### config.mk
export PLATFORM = sky130hd
export DESIGN_NAME = pdmdac_top
export DESIGN_NICKNAME = d
export VERILOG_FILES = /design/src/pdmdac_pkg.sv /design/src/pdmdac_top.sv
export SDC_FILE = /design/constraint.sdc
export NUM_CORES = 1
export LEC_CHECK = 0
export BUFFER_PORTS_ARGS = -buffer_cell sky130_fd_sc_hd__buf_4
export CAP_MARGIN = 20
export CORE_AREA = 2 2 149 151
export DETAILED_ROUTE_END_ITERATION = 7
export DIE_AREA = 0 0 151 153
export GPL_ROUTABILITY_DRIVEN = 1
export PLACE_DENSITY_LB_ADDON = 0.08
export SYNTH_ARGS = -nofsm -noshare
export SYNTH_HDL_FRONTEND = slang
export SYNTH_SLANG_ARGS = --single-unit
### constraint.sdc
create_clock -name mclk -period 6.19 [get_ports mclk]
set_clock_uncertainty 0.05 [all_clocks]
set_input_delay 0.619 -clock mclk [delete_from_list [all_inputs] [get_ports mclk]]
set_output_delay 0.619 -clock mclk [all_outputs]
set_load 0.05 [all_outputs]
### src/pdmdac_pkg.sv
// Constants and carrier types for the PDM audio DAC controller
package pdmdac_pkg;
  // ----------------------------------------------------------------
  // Register map and reset values
  // ----------------------------------------------------------------
  localparam logic [7:0]  ADDR_SAMPLE_DATA = 8'h30;
  localparam logic [7:0]  ADDR_DAC_CONTROL = 8'h34;
  localparam logic [3:0]  DAC_CONTROL_RESET = 4'h0;
  localparam logic [15:0] SAMPLE_DATA_RESET = 16'h0000;
  localparam logic [15:0] SAMPLE_IRQ_VECTOR = 16'h7ff0;
  localparam int          WORD_WIDTH = 16;
  localparam int          SAMPLE_FIFO_DEPTH = 8;

  // ----------------------------------------------------------------
  // Field positions and resolution codes
  // ----------------------------------------------------------------
  localparam int SIGN_POS = 15;
  localparam int OVF_HI_POS = 14;
  localparam int OVF_LO_POS = 13;
  localparam int MAG_HI_POS = 12;
  localparam int MAG_LO_8 = 5;
  localparam int MAG_LO_9 = 4;
  localparam int MAG_LO_10 = 3;
  localparam logic [1:0] RES_8 = 2'h0;
  localparam logic [1:0] RES_9 = 2'h1;
  localparam logic [9:0] TOP_8 = 10'h0ff;
  localparam logic [9:0] TOP_9 = 10'h1ff;
  localparam logic [9:0] TOP_10 = 10'h3ff;

  // ----------------------------------------------------------------
  // Carriers
  // ----------------------------------------------------------------
  typedef struct packed {
    logic       drive_style;
    logic       enable;
    logic [1:0] resolution;
  } pdmdac_ctrl_t;

  typedef struct packed {
    logic [7:0]  addr;
    logic        wr;
    logic        rd;
    logic [15:0] wdata;
  } pdmdac_io_req_t;
endpackage

### src/pdmdac_top.sv
// PDM audio DAC controller: sample FIFO, DAC timer, modulator and I/O registers
// How it works
// - Sample period is 2^bits PDM clock ticks
// - PDM clock is mclk or mclk halved
// - Halver clear gives half rate, set full
// - Rate steps follow master clock steps
// - PLL multiplier sets the master clock rate
// - Resolution 8/9/10 bits in control bits 1:0
// - Enable bit clear holds both pins low
// - Re-enabling restarts from the zero state
// - Reset clears all four control bits
// - Sample interrupt once per sample period
// - Interrupt from timer underflow, vector 0x7FF0
// - Data register: 16-bit write-only sign-magnitude
// - Overflow bits 14:13, magnitude from bit 12
// - Control bit 3 picks drive style
// - Saturating style: overflow gives full density
// - Output is PDM on two pins
// - Enabled interrupt can wake the device
// - Events during wake-up may be lost
`timescale 1ns/1ps
`default_nettype none

// ------------------------------------------------------------------
// Sample FIFO
// ------------------------------------------------------------------
module pdmdac_fifo #(
  parameter int WIDTH = 16,
  parameter int DEPTH = 8
) (
  input  wire logic             mclk,
  input  wire logic             arst_n,
  input  wire logic             in_valid,
  output logic                  in_ready,
  input  wire logic [WIDTH-1:0] in_data,
  output logic                  out_valid,
  input  wire logic             out_ready,
  output logic      [WIDTH-1:0] out_data
);
  localparam int AW = $clog2(DEPTH);

  logic [WIDTH-1:0] mem [DEPTH];
  logic [AW-1:0]    wr_ptr_reg;
  logic [AW-1:0]    rd_ptr_reg;
  logic [AW:0]      count_reg;
  logic [AW:0]      count_next;
  logic             push;
  logic             pop;

  if (DEPTH < 2 || (DEPTH & (DEPTH - 1)) != 0) begin : g_bad_depth
    $error("pdmdac_fifo: DEPTH must be a power of two of at least 2");
  end

  assign push = in_valid && in_ready;
  assign pop = out_valid && out_ready;
  assign out_valid = (count_reg != '0);
  assign out_data = mem[rd_ptr_reg];
  assign count_next = count_reg + (AW+1)'(push) - (AW+1)'(pop);

  always_ff @(posedge mclk) begin
    if (push) begin
      mem[wr_ptr_reg] <= in_data;
    end
  end

  always_ff @(posedge mclk or negedge arst_n) begin
    if (!arst_n) begin
      wr_ptr_reg <= '0;
      rd_ptr_reg <= '0;
      count_reg <= '0;
      in_ready <= 1'b0;
    end else begin
      if (push) begin
        wr_ptr_reg <= wr_ptr_reg + 1'b1;
      end
      if (pop) begin
        rd_ptr_reg <= rd_ptr_reg + 1'b1;
      end
      count_reg <= count_next;
      // Registered so a full FIFO refuses the very next write
      in_ready <= (count_next != (AW+1)'(DEPTH));
    end
  end
endmodule

// ------------------------------------------------------------------
// DAC controller top
// ------------------------------------------------------------------
module pdmdac_top #(
  parameter int FIFO_DEPTH = pdmdac_pkg::SAMPLE_FIFO_DEPTH
) (
  input  wire logic                       mclk,
  input  wire logic                       arst_n,
  input  wire pdmdac_pkg::pdmdac_io_req_t io_req,
  output logic [15:0]                     io_rdata,
  output logic                            sample_fifo_ready,
  input  wire logic                       pdm_rate_halver,
  input  wire logic                       low_power_mode,
  input  wire logic                       wake_settling,
  output logic                            sample_tick_irq,
  output logic [15:0]                     sample_irq_vector,
  output logic                            wake_request,
  output logic                            pdm_out_pos,
  output logic                            pdm_out_neg
);
  import pdmdac_pkg::*;

  pdmdac_ctrl_t ctl_reg;
  logic [15:0]  word_reg;
  logic [9:0]   timer_reg;
  logic [9:0]   acc_reg;
  logic         phase_reg;
  logic [9:0]   top;
  logic [9:0]   mag;
  logic [10:0]  sum;
  logic         carry;
  logic         pdm_tick;
  logic         underflow;
  logic         overflow;
  logic         pulse;
  logic         fifo_valid;
  logic [15:0]  fifo_data;

  // ----------------------------------------------------------------
  // Register access
  // ----------------------------------------------------------------
  always_ff @(posedge mclk or negedge arst_n) begin
    if (!arst_n) begin
      ctl_reg <= DAC_CONTROL_RESET;
    end else if (io_req.wr && io_req.addr == ADDR_DAC_CONTROL) begin
      ctl_reg <= io_req.wdata[3:0];
    end
  end

  // Data register reads back zero: it is write-only
  always_ff @(posedge mclk or negedge arst_n) begin
    if (!arst_n) begin
      io_rdata <= 16'h0000;
    end else if (io_req.rd && io_req.addr == ADDR_DAC_CONTROL) begin
      io_rdata <= {12'h000, ctl_reg};
    end else begin
      io_rdata <= 16'h0000;
    end
  end

  pdmdac_fifo #(
    .WIDTH (WORD_WIDTH),
    .DEPTH (FIFO_DEPTH)
  ) u_fifo (
    .mclk      (mclk),
    .arst_n    (arst_n),
    .in_valid  (io_req.wr && io_req.addr == ADDR_SAMPLE_DATA),
    .in_ready  (sample_fifo_ready),
    .in_data   (io_req.wdata),
    .out_valid (fifo_valid),
    .out_ready (underflow),
    .out_data  (fifo_data)
  );

  // ----------------------------------------------------------------
  // PDM clock and resolution decode
  // ----------------------------------------------------------------
  // mclk is the PLL output, so rate and steps follow the multiplier
  assign pdm_tick = ctl_reg.enable && (pdm_rate_halver || phase_reg);

  always_ff @(posedge mclk or negedge arst_n) begin
    if (!arst_n) begin
      phase_reg <= 1'b0;
    end else if (!ctl_reg.enable || pdm_rate_halver) begin
      phase_reg <= 1'b0;
    end else begin
      phase_reg <= !phase_reg;
    end
  end

  always_comb begin
    case (ctl_reg.resolution)
      RES_8: begin
        top = TOP_8;
        mag = {2'b00, word_reg[MAG_HI_POS:MAG_LO_8]};
        carry = sum[8];
      end
      RES_9: begin
        top = TOP_9;
        mag = {1'b0, word_reg[MAG_HI_POS:MAG_LO_9]};
        carry = sum[9];
      end
      default: begin
        top = TOP_10;
        mag = word_reg[MAG_HI_POS:MAG_LO_10];
        carry = sum[10];
      end
    endcase
  end

  // ----------------------------------------------------------------
  // DAC timer and sample load
  // ----------------------------------------------------------------
  // Counts up to the top, so a resolution written with enable holds at once
  assign underflow = pdm_tick && (timer_reg >= top);

  always_ff @(posedge mclk or negedge arst_n) begin
    if (!arst_n) begin
      timer_reg <= 10'h000;
    end else if (!ctl_reg.enable) begin
      timer_reg <= 10'h000;
    end else if (pdm_tick) begin
      timer_reg <= underflow ? 10'h000 : timer_reg + 10'h001;
    end
  end

  // An empty FIFO at underflow repeats the last sample
  always_ff @(posedge mclk or negedge arst_n) begin
    if (!arst_n) begin
      word_reg <= SAMPLE_DATA_RESET;
    end else if (underflow && fifo_valid) begin
      word_reg <= fifo_data;
    end
  end

  // ----------------------------------------------------------------
  // Modulator
  // ----------------------------------------------------------------
  assign sum = {1'b0, acc_reg} + {1'b0, mag};
  // Alternate style lets overflow bits wrap, so only saturating clamps
  assign overflow = word_reg[OVF_HI_POS] || word_reg[OVF_LO_POS];
  assign pulse = carry || (overflow && !ctl_reg.drive_style);

  always_ff @(posedge mclk or negedge arst_n) begin
    if (!arst_n) begin
      acc_reg <= 10'h000;
    end else if (!ctl_reg.enable) begin
      acc_reg <= 10'h000;
    end else if (pdm_tick) begin
      acc_reg <= sum[9:0] & top;
    end
  end

  always_ff @(posedge mclk or negedge arst_n) begin
    if (!arst_n) begin
      pdm_out_pos <= 1'b0;
      pdm_out_neg <= 1'b0;
    end else if (!ctl_reg.enable) begin
      pdm_out_pos <= 1'b0;
      pdm_out_neg <= 1'b0;
    end else if (pdm_tick) begin
      pdm_out_pos <= pulse && !word_reg[SIGN_POS];
      pdm_out_neg <= pulse && word_reg[SIGN_POS];
    end
  end

  // ----------------------------------------------------------------
  // Interrupt and wake
  // ----------------------------------------------------------------
  always_ff @(posedge mclk or negedge arst_n) begin
    if (!arst_n) begin
      sample_tick_irq <= 1'b0;
      wake_request <= 1'b0;
      sample_irq_vector <= SAMPLE_IRQ_VECTOR;
    end else begin
      sample_tick_irq <= underflow && !wake_settling;
      wake_request <= underflow && low_power_mode;
      sample_irq_vector <= SAMPLE_IRQ_VECTOR;
    end
  end

  // ----------------------------------------------------------------
  // Checks
  // ----------------------------------------------------------------
  logic [11:0] gap_cnt;
  logic        gap_ok;
  logic [3:0]  cfg_q;
  logic [11:0] gap_expect;

  assign gap_expect = pdm_rate_halver ? 12'(top) + 12'h001 : (12'(top) + 12'h001) << 1;

  always_ff @(posedge mclk or negedge arst_n) begin
    if (!arst_n) begin
      gap_cnt <= 12'h000;
      gap_ok <= 1'b0;
      cfg_q <= 4'h0;
    end else begin
      cfg_q <= {pdm_rate_halver, ctl_reg.enable, ctl_reg.resolution};
      if (underflow) begin
        gap_cnt <= 12'h001;
        gap_ok <= 1'b1;
      end else begin
        gap_cnt <= gap_cnt + 12'h001;
        if (cfg_q != {pdm_rate_halver, ctl_reg.enable, ctl_reg.resolution}) begin
          gap_ok <= 1'b0;
        end
      end
    end
  end
endmodule

`default_nettype wire

* Word level (Yosys, flattened, before mapping) *
Memories as Yosys holds them, arrays and structs flattened. A register that Yosys moved wholly into a read port is not among the register bits.
Cells that the tools add are included.

operators by class
  add/sub/neg operators = 6
  multipliers = 0
  divide/modulo/power cells = 0
  $lt $le $gt $ge = 1
  eq/ne operators = 5
  shift-type cells = 0
  muxes and demuxes = 16
  bitwise logic cells = 1
  reduce and logical (&&, ||, !) cells = 24

operators by type and width
  cell                                                  number
  2-to-1 mux 10 bit                                     5
  case mux 10 bit (2 select lines)                      2
  equality test 8 x 6 -> 1 bit (second input constant)  2
  logical AND 1 bit                                     12
  adder 10 x 10 -> 11 bit                               1
  adder 10 x 1 -> 10 bit (second input constant)        1
  bitwise AND 10 bit                                    1
  >= comparator 10 bit                                  1
  2-to-1 mux 1 bit                                      7
  adder 3 x 1 -> 3 bit (second input constant)          2
  logical NOT 1 bit                                     6
  adder 4 x 1 -> 4 bit                                  1
  logical OR 1 bit                                      4
  2-to-1 mux 4 bit                                      1
  != test 4 bit (second input constant)                 1
  nonzero test 4 bit                                    1
  subtractor 4 x 1 -> 4 bit                             1
  equality test 2 x 1 -> 1 bit (second input constant)  1
  logical NOT 2 bit                                     1
  != test 2 x 1 -> 1 bit (second input constant)        1
  case mux 1 bit (2 select lines)                       1

word-level totals
  register bits = 44
  latch bits = 0
  bits in writable memories = 128
  bits in read-only memories = 0
  input bits = 31
  word-level logic and storage cells = 69
  memories = 1

memory list
  name        depth  width  rd ports  clocked after Yosys merged registers in  wr ports  line              RTL
  u_fifo.mem  8      16     1         1                                        1         pdmdac_top.sv:42  logic [WIDTH-1:0] mem [DEPTH];

* Depth between registers and ports, before layout *
  depth after elaboration = 8
  mapped depth = 17
  gate-level depth less buffers = 13

* By module *
Synthesis repeated with hierarchy kept, for this count alone.

second synthesis, totals
  cell total of the unflattened synthesis = 514
  area total of the unflattened synthesis = 8300.5 um2

by module, submodules not included
  module       times used  cells an instance  area an instance (um2)  seq. area each (um2)
  pdmdac_fifo  1           243                5517.8                  4119.0
  pdmdac_top   1           271                2782.7                  1151.1

* Worst setup path before layout *
Ideal clock, no wire load.

  path type = register to register
  from = register ctl_reg[1] in the netlist's numbering
  to = register u_fifo.in_ready
  data arrival time = 3618 ps
  required time = 5994 ps
  path slack = 2376 ps
  stages on the path, launching flop included = 18
  path buffers = 4
  cell sequence = dfrtp_1 clkbuf_1 clkbuf_1 inv_1 ha_1 a21oi_1 nor2_1 a41oi_4 a31oi_4 buf_6 buf_12 ha_1 inv_1 ha_1 inv_1 fa_1 inv_1 or4b_2

on the way
  cells in the longest elaborated chain, start to end = 7
  elaborated cells on any way between the ends = 8

ends and longest elaborated chain
  element                                                            line               RTL
  start, declared                                                    pdmdac_top.sv:108  pdmdac_ctrl_t ctl_reg;
  start signal, assigned                                             pdmdac_top.sv:131  ctl_reg <= io_req.wdata[3:0];
  equality test 2 x 1 -> 1 bit or logical NOT 2 bit (tied branches)  pdmdac_top.sv:177  case (ctl_reg.resolution)
  case mux 10 bit (2 select lines) *                                 pdmdac_top.sv:177
  >= comparator 10 bit *                                             pdmdac_top.sv:200  assign underflow = pdm_tick && (timer_reg >= top);
  logical AND 1 bit *                                                pdmdac_top.sv:200
  logical AND 1 bit *                                                pdmdac_top.sv:55   assign pop = out_valid && out_ready;
  via u_fifo.pop                                                     pdmdac_top.sv:48   logic pop;
  subtractor 4 x 1 -> 4 bit *                                        pdmdac_top.sv:58   assign count_next = count_reg + (AW+1)'(push) - (AW+1)'(pop);
  via u_fifo.count_next[1]                                           pdmdac_top.sv:46   logic [AW:0] count_next;
  != test 4 bit *                                                    pdmdac_top.sv:81   in_ready <= (count_next != (AW+1)'(DEPTH));
  end signal, assigned                                               pdmdac_top.sv:81
  end, declared                                                      pdmdac_top.sv:34   output logic in_ready,

The timed path passes the listed nets; every way through them passes the cells marked *.
A chain may end at the register's enable or synchronous reset.

* Final worst setup path *
  from = register ctl_reg[1] in the netlist's numbering
  to = register u_fifo.in_ready

on the way
  cells in the longest elaborated chain, start to end = 7
  elaborated cells on any way between the ends = 8

ends and longest elaborated chain
  element                                                            line
  equality test 2 x 1 -> 1 bit or logical NOT 2 bit (tied branches)  pdmdac_top.sv:177
  case mux 10 bit (2 select lines) *                                 pdmdac_top.sv:177
  >= comparator 10 bit *                                             pdmdac_top.sv:200
  logical AND 1 bit *                                                pdmdac_top.sv:200
  logical AND 1 bit *                                                pdmdac_top.sv:55
  subtractor 4 x 1 -> 4 bit *                                        pdmdac_top.sv:58
  via u_fifo.count_next[1]                                           pdmdac_top.sv:46
  != test 4 bit *                                                    pdmdac_top.sv:81

Marked as above.

==> flow_summary.ini <==
[status]
status = completed

[sta]
timing.fmax_mhz = 244.1
fin_crit_sh_pct = 66.18
hold_slack_ps = 217.1
grt_setup_unrepaired = no
period_needed_ps = 4097
finalHoldViolCount = 0
tns_ps = 0
finalMaxSlewViolations = 0
finalSetupViolations = 0
tightestPinTransition_ps = 995.8
max_slew_margin_pct = 33.54

[finish]
layout_common_cells = 104 x edfxtp_1, 56 x dfrtp_1, 43 x buf_4, 34 x nor2_1, 28 x conb_1
drive_gt1_share_pct = 25.22
antenna_cells = 0
syn_to_final_growth_pct = 14.21
largest_register_ffs = 104
fill_cells = 2008
final_common_cell = edfxtp_1
nets = 599

[cts]
ctsHoldBuffers = 0
clock_sinks = 161
cts_buffers = 17
clockBufferDepth = 2
h-tree-depth = 4
post_cts_resized = 0
cts_setup_buffers = 0
tritoncts = done
cts_root_buf = clkbuf_16
cts.reportedPaths.clkPinSlew_ps = 70
clock_latency_ps = 430

[setup_path]
critPathLaunch = ctl_reg[1]$_DFFE_PN0P_
worstSetupPathType = reg2reg
cp_common_cell = inv_1
rr_worst_depth = 14
critPathLaunchType = flop
r2r_end = u_fifo.in_ready$_DFF_PN0_
arrival_ps = 4330
crit_fanout = 30
endpoint_kind = flop
max_stage_delay_ps = 760
crit_slowest_cell = dfrtp_1
rrSetupSlack_ps = 2090
cp.required_ps = 6420
crit_chain = inv_1, ha_1, a21oi_1, nor2_1, a41oi_4, a31oi_4, buf_4, ha_1, inv_1, ha_1, inv_1, fa_1, inv_1, or4b_2
reg2reg_from = ctl_reg[1]$_DFFE_PN0P_
crit_path_end = u_fifo.in_ready$_DFF_PN0_

[global_routing]
antenna_found_initial = 0
grt_first_pass_wirelength_um = 24020
overflow = 0
grt.total_usage_pct = 14.01
grt_pass1_vias = 4243
grt_max_degree = 58

[floorplan]
die_x_um = 151
core_um2 = 21490
die_h_um = 153
start_util_pct = 34.38
ios = 68
placementRows = 54
die-area_um2 = 23100

[drt]
wl_per_cell_um = 18.06
vias_per_cell = 4.871
route.vias.total = 4087
dr.pass1.iters = 4
drt_iter0_drc = 132
postRouteAntennaNets = 0
drcViolationCount = 0
drt-total-wl_um = 15150

[synth]
synth.avg_cell_area_um2 = 14.57
ys_types = 60
synth_cells = 507
synth_top_flop_cell = edfxtp_1
synth_edf_count = 104
yosys_warnings = 0
postSynth.asyncResetShare_pct = 35.40
ys_seq_elements = 161
ys_seq_area_share_pct = 61.59
syn_area_um2 = 7387

[worst_hold_path]
min_path_type = in2async

[place]
port_buffers = 39
post-dp-hpwl_um = 9766
place.gp.congestion = 0.8010

[power_and_ir_drop]
p_leak_nw = 3.163
p_per_area_nw_per_um2 = 277.0
ir_drop_mv = 0.1497

[flow_run]
drv_cap = 0
[synthesized netlist by cell type, drive strengths merged, types with 2 or more instances]
cell type  instances  share of area (%)
a21o               5               0.51
a22oi              2               0.20
a31oi              2               0.37
xor2               5               0.59
a21oi             25                2.4
nor4b              2               0.24
nand2b             6               0.51
o21ai             30                2.1
mux4              26                7.9
nor3               7               0.63
o21a               2               0.20
nand4              2               0.17
conb               2               0.10
dfrtp             57                 19
o31ai              5               0.51
xnor2              6               0.81
nor2              40                2.0
edfxtp           104                 42
o211ai             4               0.41
clkbuf             9               0.49
ha                20                3.4
inv               15               0.76
a32o               3               0.41
a22o               3               0.36
nand2             27                1.5
mux2i             21                2.8
mux2               6               0.91
a211o              2               0.24
fa                 2               0.54
and2               2               0.17
buf               40                4.2
nand3              9               0.78
nor2b              2               0.17
o41ai              2               0.34
[critical path: cells and delay by family (launching register included)]
kind                     cells  cell delay (ps)
adder cells (fa/ha/maj)      4             1310
AND/OR/NAND/NOR              2              840
flip-flops                   1              760
buffers and inverters        5              660
AO/OA/AOI/OAI                3              320
[area by class of cell]
type	instances	area (µm²)	share of cell area (%)
multi-input cells	308	2576	30.54
clock buffers	17	425.4	5.042
inverters	15	56.30	0.6674
flip-flops and latches	161	4551	53.94
well taps	280	350.3	4.152
repair buffers	43	322.8	3.826
clock inverters	15	155.1	1.839
[logic make-up after synthesis]
kind of cell               count (synthesis)  share of synthesized area, %
DFF                                      161                         61.59
and+or+nand+nor                          104                         6.894
AOI/OAI and AO/OA                         90                         8.960
buffers and inverters                     64                         5.437
muxes                                     53                         11.69
adders and majority gates                 22                         3.930
xor gates and xnor gates                  11                         1.406
other                                      2                        0.1017
[worst min path at each step]
stage                                                 from                                to  cells after the start
final                                               arst_n          timer_reg[2]$_DFFE_PN0P_                      1
after global routing                                arst_n  u_fifo.wr_ptr_reg[1]$_DFFE_PN0P_                      1
after CTS                                           arst_n  u_fifo.wr_ptr_reg[0]$_DFFE_PN0P_                      1
after detailed placement  u_fifo.wr_ptr_reg[2]$_DFFE_PN0P_  u_fifo.wr_ptr_reg[2]$_DFFE_PN0P_                      1
after global placement              acc_reg[2]$_DFFE_PN0P_            acc_reg[2]$_DFFE_PN0P_                      2
after floorplan                                     arst_n            acc_reg[0]$_DFFE_PN0P_                      0
[per-stage QoR]
stage | instances | util (%) | instance area, µm² | power, mW | worst slack, ps
after floorplan | 533 | - | 7485 | 1.290 | 2376
after global placement | 807 | 36.57 | 7856 | 1.317 | 2174
after detailed placement | 807 | 36.57 | 7856 | 1.322 | 2090
after CTS | 839 | 39.27 | 8437 | 2.368 | 2068
after global routing | 839 | 39.27 | 8437 | 2.423 | 1757
final | 839 | 39.27 | 8437 | 2.337 | 2093
[power breakdown]
| part | internal (mW) | switching, mW | leakage, nW |
|---|---|---|---|
| Combinational | 0.0403 | 0.0904 | 1.17 |
| Sequential | 1.16 | 0.00906 | 1.71 |
| Clock | 0.539 | 0.501 | 0.280 |
[metal layers]
| metal | track usage, % | routed length, µm | up-vias |
|---|---|---|---|
| li1 | - | - | 1921 |
| met1 | 18.56 | 6954 | 2078 |
| met2 | 22.60 | 7563 | 69 |
| met3 | 2.955 | 386 | 19 |
| met4 | 5.340 | 246 | 0 |
| met5 | 0 | 0 | - |
(Power assumes the default switching activity.)
